## src/include/scx_params.svh

```systemverilog
`ifndef SCX_PARAMS_SVH
`define SCX_PARAMS_SVH

// Register byte offsets within the system control space.
`define SCX_ICS_OFF 16'hed04
`define SCX_VTB_OFF 16'hed08
`define SCX_AIRC_OFF 16'hed0c
`define SCX_SPC_OFF 16'hed10
`define SCX_IST_OFF 16'hed40
`define SCX_IMSK_OFF 16'hed44

// Interrupt control state fields.
`define SCX_PREEMPT_BIT 23
`define SCX_EXTWAIT_BIT 22
`define SCX_TOPPEND_LSB 12
`define SCX_ACTIVE_LSB 0

// Vector table base field.
`define SCX_VBASE_LSB 8
`define SCX_VBASE_RST 24'h00_0000

// Reset control fields.
`define SCX_KEY_LSB 16
`define SCX_KEY_VAL 16'h05fa
`define SCX_BYTE_ORDER_BIT 15
`define SCX_BYTE_ORDER_VAL 1'b0
`define SCX_SYSRST_BIT 2
`define SCX_CLRACT_BIT 1

// Power control fields.
`define SCX_WAKEANY_BIT 4
`define SCX_DEEP_BIT 2
`define SCX_EXITLP_BIT 1

// Interrupt status bits.
`define SCX_EV_WAKE 0
`define SCX_EV_SYSRST 1
`define SCX_EV_CLRACT 2

// External interrupt lines start at this exception number.
`define SCX_IRQ_BASE 9'h010
`define SCX_NUM_IRQ 32

`endif

```

## src/include/scx_pkg.sv

```systemverilog
package scx_pkg;
    typedef enum logic {
        SCX_RUN,
        SCX_WFE
    } scx_wait_t;
    typedef logic [8:0] scx_exc_num_t;
    typedef logic [2:0] scx_ev_t;
endpackage

```

## src/include/scx_reg_if.sv

```systemverilog
`timescale 1ns/100ps
interface scx_reg_if;
    logic rd_en;
    logic wr_en;
    logic [15:0] addr;
    logic [31:0] wr_data;
    modport bus (
        output rd_en,
        output wr_en,
        output addr,
        output wr_data
    );
    modport regs (
        input rd_en,
        input wr_en,
        input addr,
        input wr_data
    );
endinterface

```

## src/rtl/scx_ahb_front.sv

```systemverilog
`timescale 1ns/100ps
module scx_ahb_front
    import scx_pkg::*;
(
    input wire logic hclk,
    input wire logic hresetn,
    input wire logic hsel,
    input wire logic [31:0] haddr,
    input wire logic [1:0] htrans,
    input wire logic hwrite,
    input wire logic hready,
    input wire logic [31:0] hwdata,
    output logic hreadyout,
    scx_reg_if.bus rif
);
    logic take;
    logic rd_pend_r;
    logic wr_pend_r;
    logic [15:0] addr_r;

    assign take = hsel & htrans[1] & hready;

    // Reads take one wait state so that a write just before is seen.
    always_ff @(posedge hclk or negedge hresetn) begin
        if (!hresetn) begin
            rd_pend_r <= 1'b0;
            wr_pend_r <= 1'b0;
            hreadyout <= 1'b1;
        end else begin
            rd_pend_r <= take & ~hwrite;
            wr_pend_r <= take & hwrite;
            hreadyout <= ~(take & ~hwrite);
        end
    end

    always_ff @(posedge hclk or negedge hresetn) begin
        if (!hresetn) begin
            addr_r <= 16'h0000;
        end else if (take) begin
            addr_r <= haddr[15:0];
        end
    end

    assign rif.rd_en = rd_pend_r;
    assign rif.wr_en = wr_pend_r;
    assign rif.addr = addr_r;
    assign rif.wr_data = hwdata;
endmodule

```

## src/rtl/scx_pend_enc.sv

```systemverilog
`timescale 1ns/100ps
module scx_pend_enc #(
    parameter int N = 32,
    parameter int W = 5
) (
    input wire logic [N-1:0] vec,
    output logic found,
    output logic [W-1:0] idx
);
    // Lower line number wins; it stands in for a fixed priority order.
    always_comb begin
        found = 1'b0;
        idx = '0;
        for (int i = N - 1; i >= 0; i--) begin
            if (vec[i]) begin
                found = 1'b1;
                idx = W'(i);
            end
        end
    end
endmodule

```

## src/rtl/scx_top.sv

```systemverilog
// What this block does
// - Preempt flag bit 23, readable only when halted
// - Take pending interrupt on resume unless masked
// - Bit 22 shows any external interrupt pending
// - Bits 20:12 give top pending number
// - Top pending honours enables, ignores priority mask
// - Bits 8:0 give active number, reset zero
// - Vector base bits 31:8, reset zero
// - Reset control writes need key 05FA, else ignored
// - Keyed bit 2 write raises reset request
// - Reset request clears halt, keeps debugger
// - Clear-active only from halted debugger, self-clears
// - Clear-active zeroes active state, forces Thread
// - Bit 4 lets disabled interrupts wake too
// - Pending event wakes wait, else latched
// - Send-event or external event also wakes
// - Bit 2 picks sleep or deep sleep
// - Bit 1 sleeps on return to Thread
//
// The AHB-Lite register port was chosen for this implementation.
`timescale 1ns/100ps
`include "scx_params.svh"
module scx_top
    import scx_pkg::*;
(
    input wire logic hclk,
    input wire logic hresetn,
    input wire logic hsel,
    input wire logic [31:0] haddr,
    input wire logic [1:0] htrans,
    input wire logic hwrite,
    input wire logic [2:0] hsize,
    input wire logic hready,
    input wire logic [31:0] hwdata,
    output logic [31:0] hrdata,
    output logic hreadyout,
    output logic hresp,
    input wire logic [31:0] irq_pending,
    input wire logic [31:0] irq_enable,
    input wire logic core_halted,
    input wire logic debug_irq_mask,
    input wire logic dbg_access,
    input wire logic exc_entry,
    input wire logic exc_return_thread,
    input wire logic wfe_start,
    input wire logic sev_exec,
    input wire logic ext_event,
    output logic system_reset_request,
    output logic halt_status_clear,
    output logic clear_active_state,
    output logic irq_take,
    output logic core_wake,
    output logic deep_low_power_select,
    output logic low_power_enter,
    output logic irq_out
);
    scx_reg_if rif();

    logic [23:0] vector_base_field_r;
    logic wake_on_any_pend_r;
    logic low_power_on_handler_return_r;
    logic [2:0] irq_stat_r;
    logic [2:0] irq_mask_r;
    scx_exc_num_t active_exc_num_r;
    scx_exc_num_t top_pending_exc_num_r;
    logic ext_irq_waiting_r;
    logic halted_d_r;
    logic [31:0] pend_d_r;
    logic event_latch_r;
    logic event_latch_nxt;
    scx_wait_t wait_r;
    scx_wait_t wait_nxt;
    logic wake_go;
    logic [31:0] enabled_pend;
    logic [31:0] new_pend;
    logic [31:0] wake_pend;
    logic wake_src;
    logic enc_found;
    logic [4:0] enc_idx;
    scx_exc_num_t top_num;
    logic wr_ics;
    logic wr_vtb;
    logic wr_airc;
    logic wr_spc;
    logic wr_imsk;
    logic key_ok;
    logic sysrst_go;
    logic clract_go;
    logic rd_stat;
    scx_ev_t events;
    logic [31:0] rd_data;
    logic preempt_now;

    scx_ahb_front u_front (
        .hclk(hclk),
        .hresetn(hresetn),
        .hsel(hsel),
        .haddr(haddr),
        .htrans(htrans),
        .hwrite(hwrite),
        .hready(hready),
        .hwdata(hwdata),
        .hreadyout(hreadyout),
        .rif(rif.bus)
    );

    // Only enable registers qualify the search; the core's priority
    // mask is deliberately not an input here.
    assign enabled_pend = irq_pending & irq_enable;

    scx_pend_enc #(
        .N(`SCX_NUM_IRQ),
        .W(5)
    ) u_enc (
        .vec(enabled_pend),
        .found(enc_found),
        .idx(enc_idx)
    );

    assign top_num = enc_found ? ({4'h0, enc_idx} + `SCX_IRQ_BASE)
                               : 9'h000;

    // Bus decode. Size is not checked: only whole words are expected.
    assign wr_ics = rif.wr_en && rif.addr == `SCX_ICS_OFF;
    assign wr_vtb = rif.wr_en && rif.addr == `SCX_VTB_OFF;
    assign wr_airc = rif.wr_en && rif.addr == `SCX_AIRC_OFF;
    assign wr_spc = rif.wr_en && rif.addr == `SCX_SPC_OFF;
    assign wr_imsk = rif.wr_en && rif.addr == `SCX_IMSK_OFF;
    assign rd_stat = rif.rd_en && rif.addr == `SCX_IST_OFF;

    assign key_ok = rif.wr_data[31:`SCX_KEY_LSB] == `SCX_KEY_VAL;
    assign sysrst_go = wr_airc & key_ok
                     & rif.wr_data[`SCX_SYSRST_BIT];
    // A core-side write, or one while running, cannot clear state
    // that the handler is still using.
    assign clract_go = wr_airc & key_ok & rif.wr_data[`SCX_CLRACT_BIT]
                     & dbg_access & core_halted;

    assign preempt_now = core_halted
                       && top_pending_exc_num_r != 9'h000;

    // Read data, built from live state in the wait state of the read.
    always_comb begin
        rd_data = 32'h0000_0000;
        if (rif.addr == `SCX_ICS_OFF) begin
            rd_data[`SCX_PREEMPT_BIT] = preempt_now;
            rd_data[`SCX_EXTWAIT_BIT] = ext_irq_waiting_r;
            rd_data[`SCX_TOPPEND_LSB +: 9] = top_pending_exc_num_r;
            rd_data[`SCX_ACTIVE_LSB +: 9] = active_exc_num_r;
        end else if (rif.addr == `SCX_VTB_OFF) begin
            rd_data[31:`SCX_VBASE_LSB] = vector_base_field_r;
        end else if (rif.addr == `SCX_AIRC_OFF) begin
            // The key field has no storage and reads as zero.
            rd_data[`SCX_BYTE_ORDER_BIT] = `SCX_BYTE_ORDER_VAL;
            rd_data[`SCX_SYSRST_BIT] = system_reset_request;
        end else if (rif.addr == `SCX_SPC_OFF) begin
            rd_data[`SCX_WAKEANY_BIT] = wake_on_any_pend_r;
            rd_data[`SCX_DEEP_BIT] = deep_low_power_select;
            rd_data[`SCX_EXITLP_BIT] = low_power_on_handler_return_r;
        end else if (rif.addr == `SCX_IST_OFF) begin
            rd_data[2:0] = irq_stat_r;
        end else if (rif.addr == `SCX_IMSK_OFF) begin
            rd_data[2:0] = irq_mask_r;
        end
    end

    always_ff @(posedge hclk or negedge hresetn) begin
        if (!hresetn) begin
            hrdata <= 32'h0000_0000;
        end else if (rif.rd_en) begin
            hrdata <= rd_data;
        end
    end

    always_ff @(posedge hclk or negedge hresetn) begin
        if (!hresetn) begin
            hresp <= 1'b0;
        end else begin
            hresp <= 1'b0;
        end
    end

    always_ff @(posedge hclk or negedge hresetn) begin
        if (!hresetn) begin
            vector_base_field_r <= `SCX_VBASE_RST;
        end else if (wr_vtb) begin
            vector_base_field_r <= rif.wr_data[31:`SCX_VBASE_LSB];
        end
    end

    always_ff @(posedge hclk or negedge hresetn) begin
        if (!hresetn) begin
            wake_on_any_pend_r <= 1'b0;
            deep_low_power_select <= 1'b0;
            low_power_on_handler_return_r <= 1'b0;
        end else if (wr_spc) begin
            wake_on_any_pend_r <= rif.wr_data[`SCX_WAKEANY_BIT];
            deep_low_power_select <= rif.wr_data[`SCX_DEEP_BIT];
            low_power_on_handler_return_r <= rif.wr_data[`SCX_EXITLP_BIT];
        end
    end

    // The request holds until the outer system resets this block.
    always_ff @(posedge hclk or negedge hresetn) begin
        if (!hresetn) begin
            system_reset_request <= 1'b0;
        end else if (sysrst_go) begin
            system_reset_request <= 1'b1;
        end
    end

    // Halt clear is a pulse; the debug link itself is never touched.
    always_ff @(posedge hclk or negedge hresetn) begin
        if (!hresetn) begin
            halt_status_clear <= 1'b0;
        end else begin
            halt_status_clear <= sysrst_go;
        end
    end

    // The control pulses in the cycle after it is written and reads back zero.
    always_ff @(posedge hclk or negedge hresetn) begin
        if (!hresetn) begin
            clear_active_state <= 1'b0;
        end else begin
            clear_active_state <= clract_go;
        end
    end

    always_ff @(posedge hclk or negedge hresetn) begin
        if (!hresetn) begin
            active_exc_num_r <= 9'h000;
        end else if (clract_go) begin
            active_exc_num_r <= 9'h000;
        end else if (exc_entry) begin
            active_exc_num_r <= top_pending_exc_num_r;
        end else if (exc_return_thread) begin
            active_exc_num_r <= 9'h000;
        end
    end

    always_ff @(posedge hclk or negedge hresetn) begin
        if (!hresetn) begin
            top_pending_exc_num_r <= 9'h000;
            ext_irq_waiting_r <= 1'b0;
        end else begin
            top_pending_exc_num_r <= top_num;
            ext_irq_waiting_r <= |irq_pending;
        end
    end

    // On leaving halt, the interrupt flagged as preempting is taken
    // unless the debugger masks interrupts.
    always_ff @(posedge hclk or negedge hresetn) begin
        if (!hresetn) begin
            halted_d_r <= 1'b0;
            irq_take <= 1'b0;
        end else begin
            halted_d_r <= core_halted;
            irq_take <= halted_d_r & ~core_halted & ~debug_irq_mask
                      & (top_pending_exc_num_r != 9'h000);
        end
    end

    always_ff @(posedge hclk or negedge hresetn) begin
        if (!hresetn) begin
            low_power_enter <= 1'b0;
        end else begin
            low_power_enter <= exc_return_thread
                             & low_power_on_handler_return_r;
        end
    end

    // Wake sources. A line counts as new on its rising edge only, so a
    // level left pending does not keep waking the core.
    always_ff @(posedge hclk or negedge hresetn) begin
        if (!hresetn) begin
            pend_d_r <= 32'h0000_0000;
        end else begin
            pend_d_r <= irq_pending;
        end
    end

    assign new_pend = irq_pending & ~pend_d_r;
    assign wake_pend = wake_on_any_pend_r ? new_pend
                                          : (new_pend & irq_enable);
    assign wake_src = (|wake_pend) | sev_exec | ext_event;

    always_comb begin
        wait_nxt = wait_r;
        event_latch_nxt = event_latch_r;
        wake_go = 1'b0;
        case (wait_r)
            SCX_RUN: begin
                if (wfe_start) begin
                    if (event_latch_r | wake_src) begin
                        wake_go = 1'b1;
                        event_latch_nxt = 1'b0;
                    end else begin
                        wait_nxt = SCX_WFE;
                    end
                end else if (wake_src) begin
                    event_latch_nxt = 1'b1;
                end
            end
            SCX_WFE: begin
                if (wake_src) begin
                    wake_go = 1'b1;
                    wait_nxt = SCX_RUN;
                end
            end
            default: begin
                wait_nxt = SCX_RUN;
            end
        endcase
    end

    always_ff @(posedge hclk or negedge hresetn) begin
        if (!hresetn) begin
            wait_r <= SCX_RUN;
        end else begin
            wait_r <= wait_nxt;
        end
    end

    always_ff @(posedge hclk or negedge hresetn) begin
        if (!hresetn) begin
            event_latch_r <= 1'b0;
        end else begin
            event_latch_r <= event_latch_nxt;
        end
    end

    always_ff @(posedge hclk or negedge hresetn) begin
        if (!hresetn) begin
            core_wake <= 1'b0;
        end else begin
            core_wake <= wake_go;
        end
    end

    // Interrupt status: a new event in the cycle of the clearing read
    // survives, so it is never lost.
    assign events = {clract_go, sysrst_go, wake_go};

    always_ff @(posedge hclk or negedge hresetn) begin
        if (!hresetn) begin
            irq_stat_r <= 3'h0;
        end else if (rd_stat) begin
            irq_stat_r <= events;
        end else begin
            irq_stat_r <= irq_stat_r | events;
        end
    end

    always_ff @(posedge hclk or negedge hresetn) begin
        if (!hresetn) begin
            irq_mask_r <= 3'h0;
        end else if (wr_imsk) begin
            irq_mask_r <= rif.wr_data[2:0];
        end
    end

    // Registered from next-state terms so the line rises with the bit.
    always_ff @(posedge hclk or negedge hresetn) begin
        if (!hresetn) begin
            irq_out <= 1'b0;
        end else if (rd_stat) begin
            irq_out <= |(events & irq_mask_r);
        end else if (wr_imsk) begin
            irq_out <= |((irq_stat_r | events) & rif.wr_data[2:0]);
        end else begin
            irq_out <= |((irq_stat_r | events) & irq_mask_r);
        end
    end

    // The interrupt control state register has no writable field here.
    logic unused_ok;
    assign unused_ok = wr_ics | (|hsize);
endmodule

```

## config.mk

```make
export PLATFORM = sky130hd
export DESIGN_NAME = scx_top
export DESIGN_NICKNAME = d
export VERILOG_FILES = /design/src/include/scx_pkg.sv /design/src/include/scx_reg_if.sv /design/src/rtl/scx_ahb_front.sv /design/src/rtl/scx_pend_enc.sv /design/src/rtl/scx_top.sv
export VERILOG_INCLUDE_DIRS = /design/src /design/src/include
export SDC_FILE = /design/constraint.sdc
export NUM_CORES = 1
export LEC_CHECK = 0
export BUFFER_PORTS_ARGS = -buffer_cell sky130_fd_sc_hd__buf_2
export CORE_MARGIN = 3
export CORE_UTILIZATION = 39
export CTS_BUF_LIST = sky130_fd_sc_hd__clkbuf_16
export CTS_CLUSTER_DIAMETER = 200
export CTS_CLUSTER_SIZE = 25
export DETAILED_ROUTE_END_ITERATION = 10
export PLACE_DENSITY_LB_ADDON = 0.15
export SETUP_SLACK_MARGIN = 0.1
export SYNTH_ARGS = -nofsm -noshare
export SYNTH_HDL_FRONTEND = slang
export SYNTH_SLANG_ARGS = --single-unit
```

## constraint.sdc

```tcl
create_clock -name hclk -period 2.5 [get_ports hclk]
set_input_delay 0.625 -clock hclk [delete_from_list [all_inputs] [get_ports hclk]]
set_output_delay 0.625 -clock hclk [all_outputs]
set_load 0.03 [all_outputs]
```

==> results.json, run 1 <==
{
  "run_status": "finished clean",
  "postSynth.asyncResetShare_pct": 100,
  "floorplan.io_pins": 188,
  "die_height_um": 133,
  "ant_nets": 0,
  "arrival_ns": 2.55,
  "worst_pin_slew_ns": 0.568,
  "detailedPlace.worstSlack_ns": -0.168,
  "detailroute.via_count": 5329,
  "grt_first_pass_wirelength_um": 29100,
  "routed_wirelength_um": 17700,
  "critical_path.reg2reg.startpoint": "u_front.rif.addr[12]",
  "die_w_um": 133,
  "synthDominantAreaCellType": "sky130_fd_sc_hd__dfrtp_1",
  "placementRows": 45,
  "pwr_density_cell_nw_per_um2": 712,
  "highest_clock_frequency_the_design_can_meet_ghz": 0.443,
  "p_switching_mw": 1.47,
  "leakagePower_nw": 3.81,
  "critical_path_required_ns": 2.80,
  "synth_sequential_area_ratio_pct": 54.9,
  "cts_tree": "yes",
  "layoutNonFillerInstCount": 996,
  "worstRegToRegCells": 7,
  "drive_gt1_share_pct": 36.9,
  "r2r_slack_ns": 0.24,
  "tritoncts_num_sinks": 137,
  "ys_warn_count": 0,
  "synth_cells": 573,
  "grt_util_all_layers_pct": 20.9,
  "timing.rr.end": "irq_out",
  "synth.ff_latch_count": 137,
  "clkTransAtPathRegs_ns": 0.06,
  "ir_worst_vdd_mv": 0.459,
  "clock_power_share_pct": 44.6,
  "drt_pre_antenna_iters": 5,
  "number_of_global_route_vias_before_repair": 5535,
  "hp-class": "in -> async",
  "clock-skew-final_ns": 0.00864,
  "postLayoutSetupSlackWorst_ns": 0.244,
  "number_of_flops_mapped_to_enable_cells_by_yosys": 0,
  "comb_power_share_pct": 12.8,
  "slew-limit-headroom_pct": 62.2,
  "drt-vias-per-instance": 5.35,
  "nets": 918,
  "dominantRegCellSynth": "sky130_fd_sc_hd__dfrtp_1",
  "place.gp.congestion": 0.944,
  "finalCritPeriodShare_pct": 90.2,
  "portBuffers": 160,
  "drt-wirelength-per-cell_um": 17.8,
  "fin_tns_setup_ns": 0,
  "synth-compound-area-share_pct": 12.7,
  "slew_viol_final": 0,
  "internal-power_mw": 4.33,
  "place.detailed.instances": 964,
  "max_cap_viol_count": 0,
  "route.detailed.drc": 0,
  "critical_path_class": "reg -> reg",
  "mostFrequentLayoutCell": "sky130_fd_sc_hd__buf_2",
  "report.final.setup_viol": 0,
  "grt_remaining_overflow": 0,
  "final_cell_mix": "159 x sky130_fd_sc_hd__buf_2, 135 x sky130_fd_sc_hd__dfrtp_1, 44 x sky130_fd_sc_hd__mux2_2, 42 x sky130_fd_sc_hd__inv_1, 40 x sky130_fd_sc_hd__nand2_1",
  "finalHoldViolations": 0,
  "design.core.area_um2": 15400,
  "multiplexer_area_fraction_after_synthesis_pct": 8.29,
  "floorplan.initialDensity_pct": 40.5,
  "netlist.area_leader.share_pct": 54.5,
  "cts_inserted_buffers": 17,
  "critPathCaptureType": "flop",
  "critical_path.max_fanout": 3,
  "power.share.sequential_pct": 42.7,
  "antenna_found_initial": 0,
  "yosys.area_share.adder_pct": 0,
  "design.die.area_um2": 17600,
  "grt_max_degree": 60,
  "post_synth.cell_area_avg_um2": 10.9,
  "post_synth_simple_gate_area_pct": 20.2,
  "rsz0062_at_grt": "no",
  "layout_min_cycle_time_ns": 2.26,
  "area_growth_pct": 30.4,
  "hpwl_after_dpl_um": 13700,
  "worst_skew_pair.late_latency_ns": 0.42,
  "clockRootBuffer": "sky130_fd_sc_hd__clkbuf_16",
  "critical_path.startpoint_type": "flop",
  "main_combinational_cell_family_by_area_after_synthesis": "simple AND/OR/NAND/NOR gates",
  "post_synth_main_area_contributors": "sky130_fd_sc_hd__dfrtp_1 54%, sky130_fd_sc_hd__mux2_2 7.9%, sky130_fd_sc_hd__inv_1 2.5%, sky130_fd_sc_hd__a22oi_1 2.4%, sky130_fd_sc_hd__nand2_1 2.4%",
  "swShare_pct": 25.3,
  "cts_buffer_depth": 2,
  "cts_htree_levels": 4,
  "synth.distinct_cells": 63,
  "synth-xor-area-share_pct": 0,
  "finalCoreUtilization_pct": 52.8,
  "cts-hold-fix-buffers": 0,
  "count_of_routing_violations_after_the_opening_detailed_route_iteration": 305,
  "diode_insertion_count_for_antenna_repair": 0,
  "mapped_area_um2": 6250
}
[worst max path at each step]
stage                         end            startpoint  cells past startpoint  slack [ns]
after global placement    irq_out       irq_pending[13]                      9       -0.18
after floorplan           irq_out       irq_pending[13]                      7        0.14
after CTS                 irq_out           pend_d_r[3]                      8        0.22
after detailed placement  irq_out       irq_pending[13]                      9       -0.17
after global routing      irq_out           pend_d_r[3]                      8        0.10
final                     irq_out  u_front.rif.addr[12]                      7        0.24
[sequential cells by signal, summed over array words and instances, names as in the netlist, 3 cells and up]
name	cells
active_exc_num_r	6
hrdata	30
vector_base_field_r	24
top_pending_exc_num_r	6
irq_stat_r	3
u_front.rif.addr	16
irq_mask_r	3
pend_d_r	32
[timing repair]
action | CTS | global route
gates resized for setup | 0 | 1
buffers inserted | 0 | 0
endpoints found under the setup margin | 0 | 1
[area by class of cell]
cell class | count | area [um^2]
clock buffer | 17 | 425
clock inverter | 15 | 181
fill | 1438 | 7280
inverter | 42 | 158
multi-input combinational | 379 | 2590
sequential | 137 | 3430
tap | 211 | 264
timing repair buffer | 195 | 1090
[through the flow]
step	power [mW]	area [um^2]	hold slack (ns)
CTS	5.86	8140	0.193
finish	5.80	8150	0.179
global placement	3.23	7530	0.458
floorplan	2.86	6250	0.329
global route	6.05	8150	0.210
detailed placement	3.25	7530	0.460
[cell usage after synthesis (3+ instances only)]
master / instances
sky130_fd_sc_hd__buf_1: 4
sky130_fd_sc_hd__mux2_2: 44
sky130_fd_sc_hd__or2_2: 5
sky130_fd_sc_hd__buf_4: 4
sky130_fd_sc_hd__nor4bb_1: 3
sky130_fd_sc_hd__clkbuf_1: 7
sky130_fd_sc_hd__o21ai_0: 20
sky130_fd_sc_hd__and2_1: 9
sky130_fd_sc_hd__a31oi_1: 7
sky130_fd_sc_hd__a32oi_1: 5
sky130_fd_sc_hd__nand4_1: 13
sky130_fd_sc_hd__dfrtp_1: 136
sky130_fd_sc_hd__a22o_1: 7
sky130_fd_sc_hd__nand3_1: 30
sky130_fd_sc_hd__nand3b_1: 17
sky130_fd_sc_hd__nand2_1: 40
sky130_fd_sc_hd__a22oi_1: 20
sky130_fd_sc_hd__nor3_1: 7
sky130_fd_sc_hd__nor3b_1: 6
sky130_fd_sc_hd__inv_1: 42
sky130_fd_sc_hd__nor2_1: 39
sky130_fd_sc_hd__o22ai_1: 8
sky130_fd_sc_hd__and4b_1: 3
sky130_fd_sc_hd__nor2b_1: 11
sky130_fd_sc_hd__nor4_1: 14
sky130_fd_sc_hd__a21oi_1: 19
sky130_fd_sc_hd__a2111oi_0: 3
[power by group through the flow]
stage	clock [mW]	sequential, mW	combinational (mW)
3_5_place_dp	0	2.51	0.741
3_3_place_gp	0	2.50	0.729
5_1_grt	2.75	2.49	0.812
4_1_cts	2.64	2.47	0.745
6_report	2.58	2.47	0.740
2_1_floorplan	0	2.57	0.291
[critical path, stage by stage, from the launching register on]
cell and delay [ns]:
sky130_fd_sc_hd__dfrtp_1 0.40, sky130_fd_sc_hd__nor4bb_1 0.31, sky130_fd_sc_hd__nand4_1 0.20, sky130_fd_sc_hd__nor2_1 0.28
sky130_fd_sc_hd__mux2_2 0.38, sky130_fd_sc_hd__a22oi_1 0.23, sky130_fd_sc_hd__a21oi_1 0.10, sky130_fd_sc_hd__o221a_1 0.23
[cells by family after synthesis]
logic type	count (synthesis)
muxes	46
buffers and inverters	59
DFF	137
other	1
and+or+nand+nor	219
AOI/OAI and AO/OA	111
[routing by layer]
layer	GRT usage, %	up-vias	share of wire, %
li1	-	2497	-
met1	27.2	2587	44
met2	33.6	202	48
met3	5.36	43	6.3
met4	7.85	0	2.4
met5	0	-	0
(Power assumes the default switching activity.)
==> run 2, diff against run 1 <==
==> constraint.sdc (replaced) <==
create_clock -name hclk -period 2.65 [get_ports hclk]
set_input_delay 0.6625 -clock hclk [delete_from_list [all_inputs] [get_ports hclk]]
set_output_delay 0.6625 -clock hclk [all_outputs]
set_load 0.03 [all_outputs]
==> run 2 against run 1 <==
Sequential share of layout area rose by 1.1 points. Sequential power decreased by 6%. Worst hold slack worse by 0.048 ns. Largest cell class unchanged. Critical endpoint is now hrdata[23]. Flip-flop and latch count did not move. Non-clock buffer count is 13 lower. Wire length is 1.9% lower. Final cell count fell by 1.3%. Critical path type unchanged. Via count shrank 1.9%.
==> results.json, run 2 (synthesis gave the netlist of run 1 again) <==
{
  "run_status": "finished clean",
  "fin_tns_setup_ns": 0,
  "cts_buffer_depth": 2,
  "worst_hold_slack_ns": 0.131,
  "internal-power_mw": 3.77,
  "cts_tree": "yes",
  "drt-wirelength-per-cell_um": 17.7,
  "drt_pre_antenna_iters": 4,
  "post_cts_gate_resize_count": 0,
  "worstRegToRegCells": 7,
  "floorplan.io_pins": 188,
  "clockRootBuffer": "sky130_fd_sc_hd__clkbuf_16",
  "power.share.sequential_pct": 45.8,
  "arrival_ns": 2.70,
  "slew-limit-headroom_pct": 44.7,
  "master_of_the_slowest_instance_on_the_critical_path": "sky130_fd_sc_hd__or3b_2",
  "finalCoreUtilization_pct": 51.5,
  "drt-vias-per-instance": 5.32,
  "critical_path_class": "reg -> reg",
  "critical_path.max_fanout": 11,
  "worst_pin_slew_ns": 0.826,
  "count_of_routing_violations_after_the_opening_detailed_route_iteration": 238,
  "ir_worst_vdd_mv": 0.489,
  "worst_skew_pair.late_latency_ns": 0.41,
  "post-cts-setup-buffer-count": 0,
  "ant_nets": 0,
  "diode_insertion_count_for_antenna_repair": 0,
  "p_switching_mw": 1.32,
  "cts_htree_levels": 4,
  "timing.critical_path.buf_inv": 1,
  "die_height_um": 133,
  "drive_gt1_share_pct": 35.1,
  "largest_registers": "pend_d_r: 32 flops, hrdata: 30 flops, vector_base_field_r: 24 flops",
  "grt_util_all_layers_pct": 20.0,
  "report.final.setup_viol": 0,
  "regMostFlops": "pend_d_r",
  "clock_power_share_pct": 40.9,
  "critical_path.startpoint_type": "flop",
  "tritoncts_num_sinks": 137,
  "placementRows": 45,
  "grt_remaining_overflow": 0,
  "slew_viol_final": 0,
  "number_of_global_route_vias_before_repair": 5417,
  "critical-path-max-stage-delay_ns": 0.61,
  "detailroute.via_count": 5228,
  "hpwl_after_dpl_um": 13300,
  "grt_first_pass_wirelength_um": 28200,
  "design.core.area_um2": 15400,
  "floorplan.initialDensity_pct": 40.5,
  "largest_register_ff_count": 32,
  "route.detailed.drc": 0,
  "mostFrequentLayoutCell": "sky130_fd_sc_hd__buf_2",
  "layout_min_cycle_time_ns": 2.38,
  "routed_wirelength_um": 17400,
  "highest_clock_frequency_the_design_can_meet_ghz": 0.421,
  "swShare_pct": 26.0,
  "final_cell_mix": "159 x sky130_fd_sc_hd__buf_2, 135 x sky130_fd_sc_hd__dfrtp_1, 45 x sky130_fd_sc_hd__inv_1, 44 x sky130_fd_sc_hd__mux2_2, 40 x sky130_fd_sc_hd__nand2_1",
  "max_cap_viol_count": 0,
  "place.gp.congestion": 0.891,
  "timing.rr.end": "hrdata[23]",
  "comb_power_share_pct": 13.3,
  "antenna_found_initial": 0,
  "finalHoldViolations": 0,
  "cts_inserted_buffers": 17,
  "clkTransAtPathRegs_ns": 0.06,
  "leakagePower_nw": 3.72,
  "critical_path_required_ns": 2.98,
  "area_growth_pct": 27.2,
  "critical_path.reg2reg.startpoint": "u_front.rif.addr[9]",
  "worst_path_dominant_cell_family": "simple AND/OR/NAND/NOR gates",
  "critical_path.cell_chain": "and4bb_2 > nand4_1 > or3b_2 > nor2b_2 > buf_4 > a32oi_1 > a21oi_1",
  "finalCritPeriodShare_pct": 89.6,
  "pwr_density_cell_nw_per_um2": 641,
  "critPathCaptureType": "flop",
  "r2r_slack_ns": 0.27,
  "portBuffers": 160,
  "hp-class": "in -> async",
  "nets": 905,
  "cts-hold-fix-buffers": 0,
  "rsz0062_at_grt": "no",
  "report.power.total_mw": 5.09,
  "design.die.area_um2": 17600,
  "layoutNonFillerInstCount": 983,
  "final.fill_count": 1486,
  "place.detailed.instances": 951,
  "clock-skew-final_ns": 0.00566,
  "grt_max_degree": 75,
  "die_w_um": 133
}
-- run 2: cell types whose count changed in the layout (fill, tap and decap cells not counted), moves of 2 or more --
cell                         delta
sky130_fd_sc_hd__buf_4         -12
sky130_fd_sc_hd__clkinvlp_4     -2
sky130_fd_sc_hd__clkinv_1       +2
sky130_fd_sc_hd__inv_1          +3
sky130_fd_sc_hd__bufinv_16      -3
-- run 2: cell type report --
type,count,area (um^2),area share (%)
tap,211,264,3.32
timing repair buffer,182,985,12.4
clock buffer,17,425,5.36
inverter,42,158,1.98
clock inverter,15,95.1,1.20
sequential,137,3430,43.2
multi-input combinational,379,2580,32.5
-- run 2: worst max-delay path by stage --
stage / from / endpoint / slack (ns) / cells past startpoint
after global routing: u_front.rif.addr[4] / irq_out / 0.17 / 8
after CTS: u_front.rif.addr[4] / irq_out / 0.29 / 8
after global placement: irq_pending[19] / irq_out / -0.05 / 8
after detailed placement: irq_pending[19] / event_latch_r / -0.05 / 9
after floorplan: irq_pending[13] / irq_out / 0.25 / 7
final: u_front.rif.addr[9] / hrdata[23] / 0.27 / 7
-- run 2: through the flow --
step	setup slack (ns)	area, um^2
4_1_cts	0.293	7940
5_1_grt	0.173	7940
2_1_floorplan	0.251	6250
3_5_place_dp	-0.0536	7420
3_3_place_gp	-0.0543	7420
6_report	0.274	7940
-- run 2: layer usage --
metal  up-vias  share of wire [%]  track usage [%]
li1       2467                  -                -
met1      2554                 44             26.8
met2       183                 48             32.2
met3        24                5.9             4.41
met4         0                1.9             7.10
met5         -                  0                0
-- run 2: power groups by stage --
stage / sequential [mW] / clock [mW] / combinational, mW
CTS: 2.33 / 2.14 / 0.685
global route: 2.35 / 2.23 / 0.744
global placement: 2.36 / 0 / 0.672
floorplan: 2.43 / 0 / 0.274
finish: 2.33 / 2.08 / 0.678
detailed placement: 2.37 / 0 / 0.683
